$ cat src/rtl/mfc_params.svh
`ifndef MFC_PARAMS_SVH
`define MFC_PARAMS_SVH

// register byte offsets
`define MFC_OFS_DACR 8'h00
`define MFC_OFS_CTRL 8'h04
`define MFC_OFS_PID 8'h08
`define MFC_OFS_FSR 8'h0C
`define MFC_OFS_FAR 8'h10

// reset values
`define MFC_RST_DACR 32'h00000000
`define MFC_RST_CTRL 32'h00000000
`define MFC_RST_PID 32'h00000000

// control register fields
`define MFC_CTRL_MMU 0
`define MFC_CTRL_ALIGN 1
`define MFC_CTRL_SYS 8
`define MFC_CTRL_ROM 9
`define MFC_CTRL_MASK 32'h00000303
`define MFC_PID_MASK 32'hFE000000

// descriptor fields
`define MFC_L1_DOM_LSB 5
`define MFC_L1_AP_LSB 10

// fault cause codes
`define MFC_FS_ALIGN 4'h1
`define MFC_FS_BUS_L1 4'hC
`define MFC_FS_BUS_L2 4'hE
`define MFC_FS_TR_SEC 4'h5
`define MFC_FS_TR_PG 4'h7
`define MFC_FS_DOM_SEC 4'h9
`define MFC_FS_DOM_PG 4'hB
`define MFC_FS_PERM_SEC 4'hD
`define MFC_FS_PERM_PG 4'hF
`define MFC_FS_LF_SEC 4'h4
`define MFC_FS_LF_PG 4'h6
`define MFC_FS_BUS_SEC 4'h8
`define MFC_FS_BUS_PG 4'hA
`define MFC_DOM_INVALID 4'h0

`endif

$ cat src/rtl/mfc_pkg.sv
package mfc_pkg;

	// one access presented by the core
	typedef struct packed {
		logic valid;
		logic data;
		logic word;
		logic write;
		logic user;
		logic [31:0] vaddr;
	} mfc_access_s;

	// walker and bus results that belong to the access
	typedef struct packed {
		logic [31:0] l1_desc;
		logic [1:0] l2_type;
		logic [1:0] page_ap;
		logic l1_err;
		logic l2_err;
		logic lf_err;
		logic [31:0] lf_addr;
		logic other_err;
	} mfc_walk_s;

	typedef struct packed {
		logic abort;
		logic data;
		logic [3:0] code;
		logic [3:0] domain;
	} mfc_abort_s;

endpackage
$ cat src/rtl/mfc_fault_check.sv
// Contract
// - data abort stores 4-bit cause code and 4-bit domain in status register
// - data abort latches the offending virtual address into address register
// - several faults at once: only highest priority one is recorded
// - alignment fault: code 0001, domain invalid, address valid
// - walk bus error: level one 1100 no domain, level two 1110 with domain
// - descriptor low bits equal: translation fault, section 0101, page 0111
// - domain no access or reserved: fault 1001 section, 1011 page
// - section permissions use access bits and system bit; 1101 or 1111
// - linefetch bus error 0100/0110, address is linefetch start
// - other bus error 1000/1010, lowest priority
// - prefetch abort leaves status and address registers unchanged
// - nonzero process id: address register holds modified address
// - 32-bit domain register holds sixteen 2-bit domain fields
// - domain value 00 or 10 faults every access
// - domain value 01 checks the descriptor access bits
// - domain value 11 bypasses access bits, no permission fault
// - control bit 1: misaligned word data access faults, mmu on or off
// - no alignment fault on instruction fetch or byte access
// - misaligned access aborts at once, no domain or permission checks
// - level one domain field selects the domain, checked on return
// - access bits decode with system and rom protect bits
//
// Decided for this implementation: the register offsets and the APB register port.
`include "mfc_params.svh"

module mfc_fault_check (
	// clock, reset, enable
	input wire logic CLK_SYS_I,
	input wire logic RST_I,
	input wire logic CE_I,
	// apb slave
	input wire logic PSEL_I,
	input wire logic PENABLE_I,
	input wire logic PWRITE_I,
	input wire logic [7:0] PADDR_I,
	input wire logic [31:0] PWDATA_I,
	output logic [31:0] PRDATA_O,
	output logic PREADY_O,
	output logic PSLVERR_O,
	// access and walk results from the core side
	input wire mfc_pkg::mfc_access_s ACC_I,
	input wire mfc_pkg::mfc_walk_s WALK_I,
	// abort to the core
	output mfc_pkg::mfc_abort_s ABORT_O
);
	import mfc_pkg::*;

	logic [31:0] dacr;
	logic [31:0] ctrl;
	logic [31:0] pid;
	logic [7:0] fault_status_register;
	logic [31:0] far_q;
	mfc_abort_s abort_q;

	// domain field lookup
	function automatic logic [1:0] dom_field(input logic [31:0] d,
		input logic [3:0] n);
		dom_field = d[{n, 1'h0} +: 2];
	endfunction

	// access permission decode
	function automatic logic ap_ok(input logic [1:0] ap, input logic s,
		input logic r, input logic user, input logic wr);
		unique case (ap)
			2'h0: ap_ok = !wr && ((s && !r && !user) || (!s && r));
			2'h1: ap_ok = !user;
			2'h2: ap_ok = !user || !wr;
			2'h3: ap_ok = 1'h1;
		endcase
	endfunction

	// process-modified address
	function automatic logic [31:0] mod_va(input logic [31:0] va,
		input logic [31:0] p);
		mod_va = (va[31:25] == 7'h00) ? {p[31:25], va[24:0]} : va;
	endfunction

	// register bus decode
	wire setup = PSEL_I && !PENABLE_I;
	wire wr_en = PSEL_I && PENABLE_I && PWRITE_I;
	wire hit_dacr = PADDR_I == `MFC_OFS_DACR;
	wire hit_ctrl = PADDR_I == `MFC_OFS_CTRL;
	wire hit_pid = PADDR_I == `MFC_OFS_PID;
	wire hit_fsr = PADDR_I == `MFC_OFS_FSR;
	wire hit_far = PADDR_I == `MFC_OFS_FAR;
	wire mapped = hit_dacr || hit_ctrl || hit_pid || hit_fsr || hit_far;
	wire [31:0] next_rdata =
		hit_dacr ? dacr :
		hit_ctrl ? ctrl :
		hit_pid ? pid :
		hit_fsr ? {24'h000000, fault_status_register} :
		hit_far ? far_q : 32'h00000000;

	assign PREADY_O = 1'b1;

	// control fields
	wire mmu_on = ctrl[`MFC_CTRL_MMU];
	wire align_en = ctrl[`MFC_CTRL_ALIGN];
	wire sys_p = ctrl[`MFC_CTRL_SYS];
	wire rom_p = ctrl[`MFC_CTRL_ROM];

	// descriptor decode
	wire [31:0] l1 = WALK_I.l1_desc;
	wire is_page = mmu_on && (l1[1:0] == 2'h1);
	wire l1_bad = l1[1] == l1[0];
	wire l2_bad = WALK_I.l2_type[1] == WALK_I.l2_type[0];
	wire [3:0] dom_sel = l1[`MFC_L1_DOM_LSB +: 4];
	wire [1:0] dom_bits = dom_field(dacr, dom_sel);
	wire dom_client = dom_bits == 2'h1;
	wire [1:0] ap = is_page ? WALK_I.page_ap : l1[`MFC_L1_AP_LSB +: 2];
	wire ap_pass = ap_ok(ap, sys_p, rom_p, ACC_I.user, ACC_I.write);

	// fault sources
	wire misalign = ACC_I.data && ACC_I.word && align_en &&
		(ACC_I.vaddr[1:0] != 2'h0);
	wire f_l1e = mmu_on && WALK_I.l1_err;
	wire f_l2e = is_page && WALK_I.l2_err;
	wire f_tsec = mmu_on && l1_bad;
	wire f_tpg = is_page && l2_bad;
	wire f_dom = mmu_on && !dom_bits[0];
	wire f_perm = mmu_on && dom_client && !ap_pass;
	wire f_lf = WALK_I.lf_err;
	wire f_oth = WALK_I.other_err;
	wire f_walk = f_l1e || f_l2e || f_tsec || f_tpg;
	wire f_mmu = f_walk || f_dom || f_perm;
	wire any_fault = misalign || f_mmu || f_lf || f_oth;
	wire lf_wins = !misalign && !f_mmu && f_lf;
	wire take = ACC_I.valid && any_fault;
	wire take_data = take && ACC_I.data;

	// priority encode, alignment first and other bus error last
	wire [3:0] next_code =
		misalign ? `MFC_FS_ALIGN :
		f_l1e ? `MFC_FS_BUS_L1 :
		f_l2e ? `MFC_FS_BUS_L2 :
		f_tsec ? `MFC_FS_TR_SEC :
		f_tpg ? `MFC_FS_TR_PG :
		f_dom ? (is_page ? `MFC_FS_DOM_PG : `MFC_FS_DOM_SEC) :
		f_perm ? (is_page ? `MFC_FS_PERM_PG : `MFC_FS_PERM_SEC) :
		f_lf ? (is_page ? `MFC_FS_LF_PG : `MFC_FS_LF_SEC) :
		(is_page ? `MFC_FS_BUS_PG : `MFC_FS_BUS_SEC);
	wire dom_valid = !(misalign || f_l1e || f_tsec);
	wire [3:0] next_dom = dom_valid ? dom_sel : `MFC_DOM_INVALID;
	wire [31:0] next_far = lf_wins ? mod_va(WALK_I.lf_addr, pid) :
		mod_va(ACC_I.vaddr, pid);

	mfc_abort_s next_abort;
	assign next_abort = '{abort: take, data: ACC_I.data,
		code: next_code, domain: next_dom};

	// apb read path and error answer
	always_ff @(posedge CLK_SYS_I or posedge RST_I) begin
		if (RST_I) begin
			PRDATA_O <= 32'h00000000;
			PSLVERR_O <= 1'b0;
		end else if (CE_I && setup) begin
			PRDATA_O <= next_rdata;
			PSLVERR_O <= !mapped;
		end
	end

	// software registers
	always_ff @(posedge CLK_SYS_I or posedge RST_I) begin
		if (RST_I) begin
			dacr <= `MFC_RST_DACR;
			ctrl <= `MFC_RST_CTRL;
			pid <= `MFC_RST_PID;
		end else if (CE_I && wr_en) begin
			if (hit_dacr)
				dacr <= PWDATA_I;
			if (hit_ctrl)
				ctrl <= PWDATA_I & `MFC_CTRL_MASK;
			if (hit_pid)
				pid <= PWDATA_I & `MFC_PID_MASK;
		end
	end

	// fault capture, data aborts only
	always_ff @(posedge CLK_SYS_I or posedge RST_I) begin
		if (RST_I) begin
			fault_status_register <= 8'h00;
			far_q <= 32'h00000000;
		end else if (CE_I && take_data) begin
			fault_status_register <= {next_dom, next_code};
			far_q <= next_far;
		end
	end

	// abort to the core, one cycle after the access
	always_ff @(posedge CLK_SYS_I or posedge RST_I) begin
		if (RST_I)
			abort_q <= '0;
		else if (CE_I)
			abort_q <= next_abort;
	end

	assign ABORT_O = abort_q;
endmodule // mfc_fault_check

$ cat config.mk
export PLATFORM = sky130hd
export DESIGN_NAME = mfc_fault_check
export DESIGN_NICKNAME = d
export VERILOG_FILES = /design/src/rtl/mfc_pkg.sv /design/src/rtl/mfc_fault_check.sv
export VERILOG_INCLUDE_DIRS = /design/src /design/src/rtl
export SDC_FILE = /design/constraint.sdc
export NUM_CORES = 1
export LEC_CHECK = 0
export BUFFER_PORTS_ARGS = -buffer_cell sky130_fd_sc_hd__buf_2
export CORE_ASPECT_RATIO = 1.25
export CORE_MARGIN = 4
export CORE_UTILIZATION = 30
export CTS_BUF_LIST = sky130_fd_sc_hd__clkbuf_4 sky130_fd_sc_hd__clkbuf_8
export DETAILED_ROUTE_END_ITERATION = 16
export PLACE_DENSITY_LB_ADDON = 0.12
export SLEW_MARGIN = 20
export SYNTH_ARGS = -nofsm -noshare
export SYNTH_HDL_FRONTEND = slang
export SYNTH_SLANG_ARGS = --single-unit
$ cat constraint.sdc
create_clock -name CLK_SYS_I -period 10.9 [get_ports CLK_SYS_I]
set_input_delay 1.09 -clock CLK_SYS_I [delete_from_list [all_inputs] [get_ports CLK_SYS_I]]
set_output_delay 1.09 -clock CLK_SYS_I [all_outputs]
set_load 0.1 [all_outputs]
==> impl_metrics.tcl <==
set metrics [dict create \
    cts_tree "done" \
    insertion_delay_ns 0.44 \
    layout_common_cells "173 x buf_2, 126 x dfrtp_1, 83 x nor2_1, 47 x mux2_2, 40 x nand2_1" \
    fin_skew_ns 0.01088 \
    postPlaceCellArea_um2 7101 \
    min_period_ns 3.910 \
    synth-edff-count 0 \
    antenna_found_initial 0 \
    final-hold-violation-count 0 \
    cts_root_buf "clkbuf_8" \
    r2r-start "dacr[28]" \
    max_stage_delay_ns 0.85 \
    ys_ff_latch 126 \
    slew_headroom_pct 29.16 \
    drv_slew 0 \
    final_layout_size_suffix_gt1_share_pct 37.83 \
    drtIter0Drc 318 \
    cp-startpoint "PADDR_I[0]" \
    path_cells "buf_2 -> or4_1 -> nor4_1 -> nand2b_1 -> nor2_4 -> mux2_2" \
    ant_nets 0 \
    clockBufferDepth 2 \
    path_depth 6 \
    setup_viol 0 \
    postCtsSetupRepairBufs 0 \
    ff2ff_setup_slack_ns 7.86 \
    r2r_cells 7 \
    status "completed" \
    netlist_instances 553 \
    drtPass1Iterations 5 \
    tightest_slew_ns 1.053 \
    crit_type "in -> reg" \
    die_h_um 165.9 \
    synth-main-ff-cell "dfrtp_1" \
    portBuffers 173 \
    pin_count 199 \
    arrival_ns 4.24 \
    max_cap_viol_count 0 \
    synth-seq-area-share_pct 52.69 \
    rows 57 \
    path_clk_slew_ns 0.08 \
    dp_cells 960 \
    numCtsBuffers 17 \
    finalNonFillerCells 992 \
    totalWireLength_um 18720 \
    overflow 0 \
    synth_nets 709 \
    ys_warn_count 0 \
    grt_pass1_vias 5266 \
    period_share_pct 35.87 \
    end_kind "flop" \
    final_common_cell "buf_2" \
    r2r-end "fault_status_register[2]" \
    core_um2 19540 \
    ctsResizeCount 0 \
    postLayoutCellArea_um2 7615 \
    antenna_cells 0 \
    cts_hold_buf 0 \
    fmax_ghz 0.2557 \
    slowest_stage "nor4_1" \
    p_leak_uw 0.003507 \
    required_ns 11.23 \
    cts_max_level 4 \
    final.setup.tns_ns 0 \
    cp_num_buf_inv 1 \
    start_kind "input pin" \
    avgViaCountPerCell 4.958 \
    power_density_nw_per_um2 172.9 \
    initial_core_util_pct 30.62 \
    ir_drop_mv 0.08935 \
    die_w_um 134.3 \
    grt_pass1_wl_um 29440 \
    rsz0062_at_grt "false" \
    worstPathMaxFanout 32 \
    cts_sinks 126 \
    path_delay_family "simple AND/OR/NAND/NOR gates" \
    drc 0 \
    holdCritPathClass "reg -> reg" \
    areaGrowthSynthToFinish_pct 27.24 \
    avgSynthCellArea_um2 10.82 \
    die-area_um2 22290 \
    via_count 4918 \
    nets 870 \
    gp_congestion 0.7762 \
    syn-cell-area_um2 5984 \
    dp_hpwl_um 13930 \
    grt_use_total_pct 17.11 \
    cp-endpoint "dacr[14]" \
    grt_max_degree 69 \
    synthArstFlopShare_pct 100.0 \
    ys_types 47 \
    wl_per_cell_um 18.87 \
]
-- state kept, by name (all words and copies together) (netlist names) --
register,count
ABORT_O,10
PRDATA_O,32
PSLVERR_O,1
ctrl,4
dacr,32
far_q,32
fault_status_register,8
pid,7
-- area by class of cell --
cell class | instances | area [um2]
Fill cell | 2026 | 11930
Sequential cell | 126 | 3153
Inverter | 12 | 47.55
Multi-Input combinational cell | 379 | 2669
Tap cell | 265 | 331.6
Clock inverter | 14 | 262.8
Timing Repair Buffer | 178 | 903.4
Clock buffer | 18 | 247.7
-- synthesized netlist by cell type, types with 2 or more instances --
| cell type | number | area (um2) |
|---|---|---|
| a31oi_1 | 7 | 43.79 |
| o21ai_0 | 25 | 125.1 |
| o211ai_1 | 2 | 15.01 |
| nand2_1 | 40 | 150.1 |
| nor3_1 | 6 | 30.03 |
| inv_1 | 12 | 45.04 |
| a222oi_1 | 8 | 80.08 |
| nand2b_1 | 5 | 31.28 |
| mux4_2 | 8 | 180.2 |
| mux2_1 | 3 | 33.78 |
| o2111a_1 | 2 | 22.52 |
| a21oi_1 | 38 | 190.2 |
| nor4_1 | 3 | 18.77 |
| nor2_1 | 85 | 319.1 |
| buf_4 | 2 | 15.01 |
| mux2i_1 | 36 | 360.4 |
| o21a_1 | 3 | 22.52 |
| nand4_1 | 3 | 18.77 |
| a21o_1 | 2 | 15.01 |
| mux2_2 | 47 | 529.3 |
| a22o_1 | 2 | 17.52 |
| dfrtp_1 | 126 | 3153 |
| a221oi_1 | 22 | 192.7 |
| nand3_1 | 10 | 50.05 |
| buf_2 | 11 | 55.05 |
| and3_1 | 3 | 18.77 |
| clkbuf_1 | 22 | 82.58 |
-- worst min-delay path by stage --
stage                                        start                       end  slack, ns  depth (start not counted)
after global routing                   PRDATA_O[4]               PRDATA_O[4]       0.51                          2
after global placement                 PRDATA_O[8]               PRDATA_O[8]       0.47                          2
final                                  PRDATA_O[5]               PRDATA_O[5]       0.48                          2
after detailed placement               PRDATA_O[4]               PRDATA_O[4]       0.47                          2
after floorplan           fault_status_register[7]  fault_status_register[7]       0.47                          2
after CTS                              PRDATA_O[1]               PRDATA_O[1]       0.49                          2
-- worst min-delay path, stage by stage (launching register included) --
cell and delay, ns:
dfrtp_1 0.34, nand2_1 0.04, o21ai_0 0.05
-- routing by layer --
metal  up-vias  track usage (%)  part of all wire (%)
met2       146            28.93                    52
met4         0            7.484                   2.8
li1       2332                -                     -
met5         -                0                     0
met1      2411            21.13                    41
met3        29            3.424                   4.6
-- metrics by stage --
stage	hold WS (ns)	total power (uW)	worst slack (ns)	utilization, %
4_1_cts	0.4852	1333	7.004	38.95
2_1_floorplan	0.4708	732.2	6.454	-
3_5_place_dp	0.4664	807.9	6.508	36.34
3_3_place_gp	0.4665	803.5	6.575	36.25
6_report	0.4758	1317	6.990	38.97
5_1_grt	0.5072	1371	6.791	38.97
-- power by group --
part | internal (uW) | total [uW] | switching (uW) | leakage (uW)
sequential | 509 | 535 | 25.3 | 0.00158
combinational | 61.1 | 261 | 200 | 0.00168
clock | 325 | 522 | 197 | 0.000242
-- logic make-up after synthesis --
kind of cell / share of synthesized area [%]
fa+ha+maj: 0.2090
mux: 18.44
xor+xnor: 0.1464
other cells: 0.06266
flops: 52.69
compound gates: 13.88
simple gates: 11.21
buf+inv: 3.366
Power figures use the tool's default switching activity.
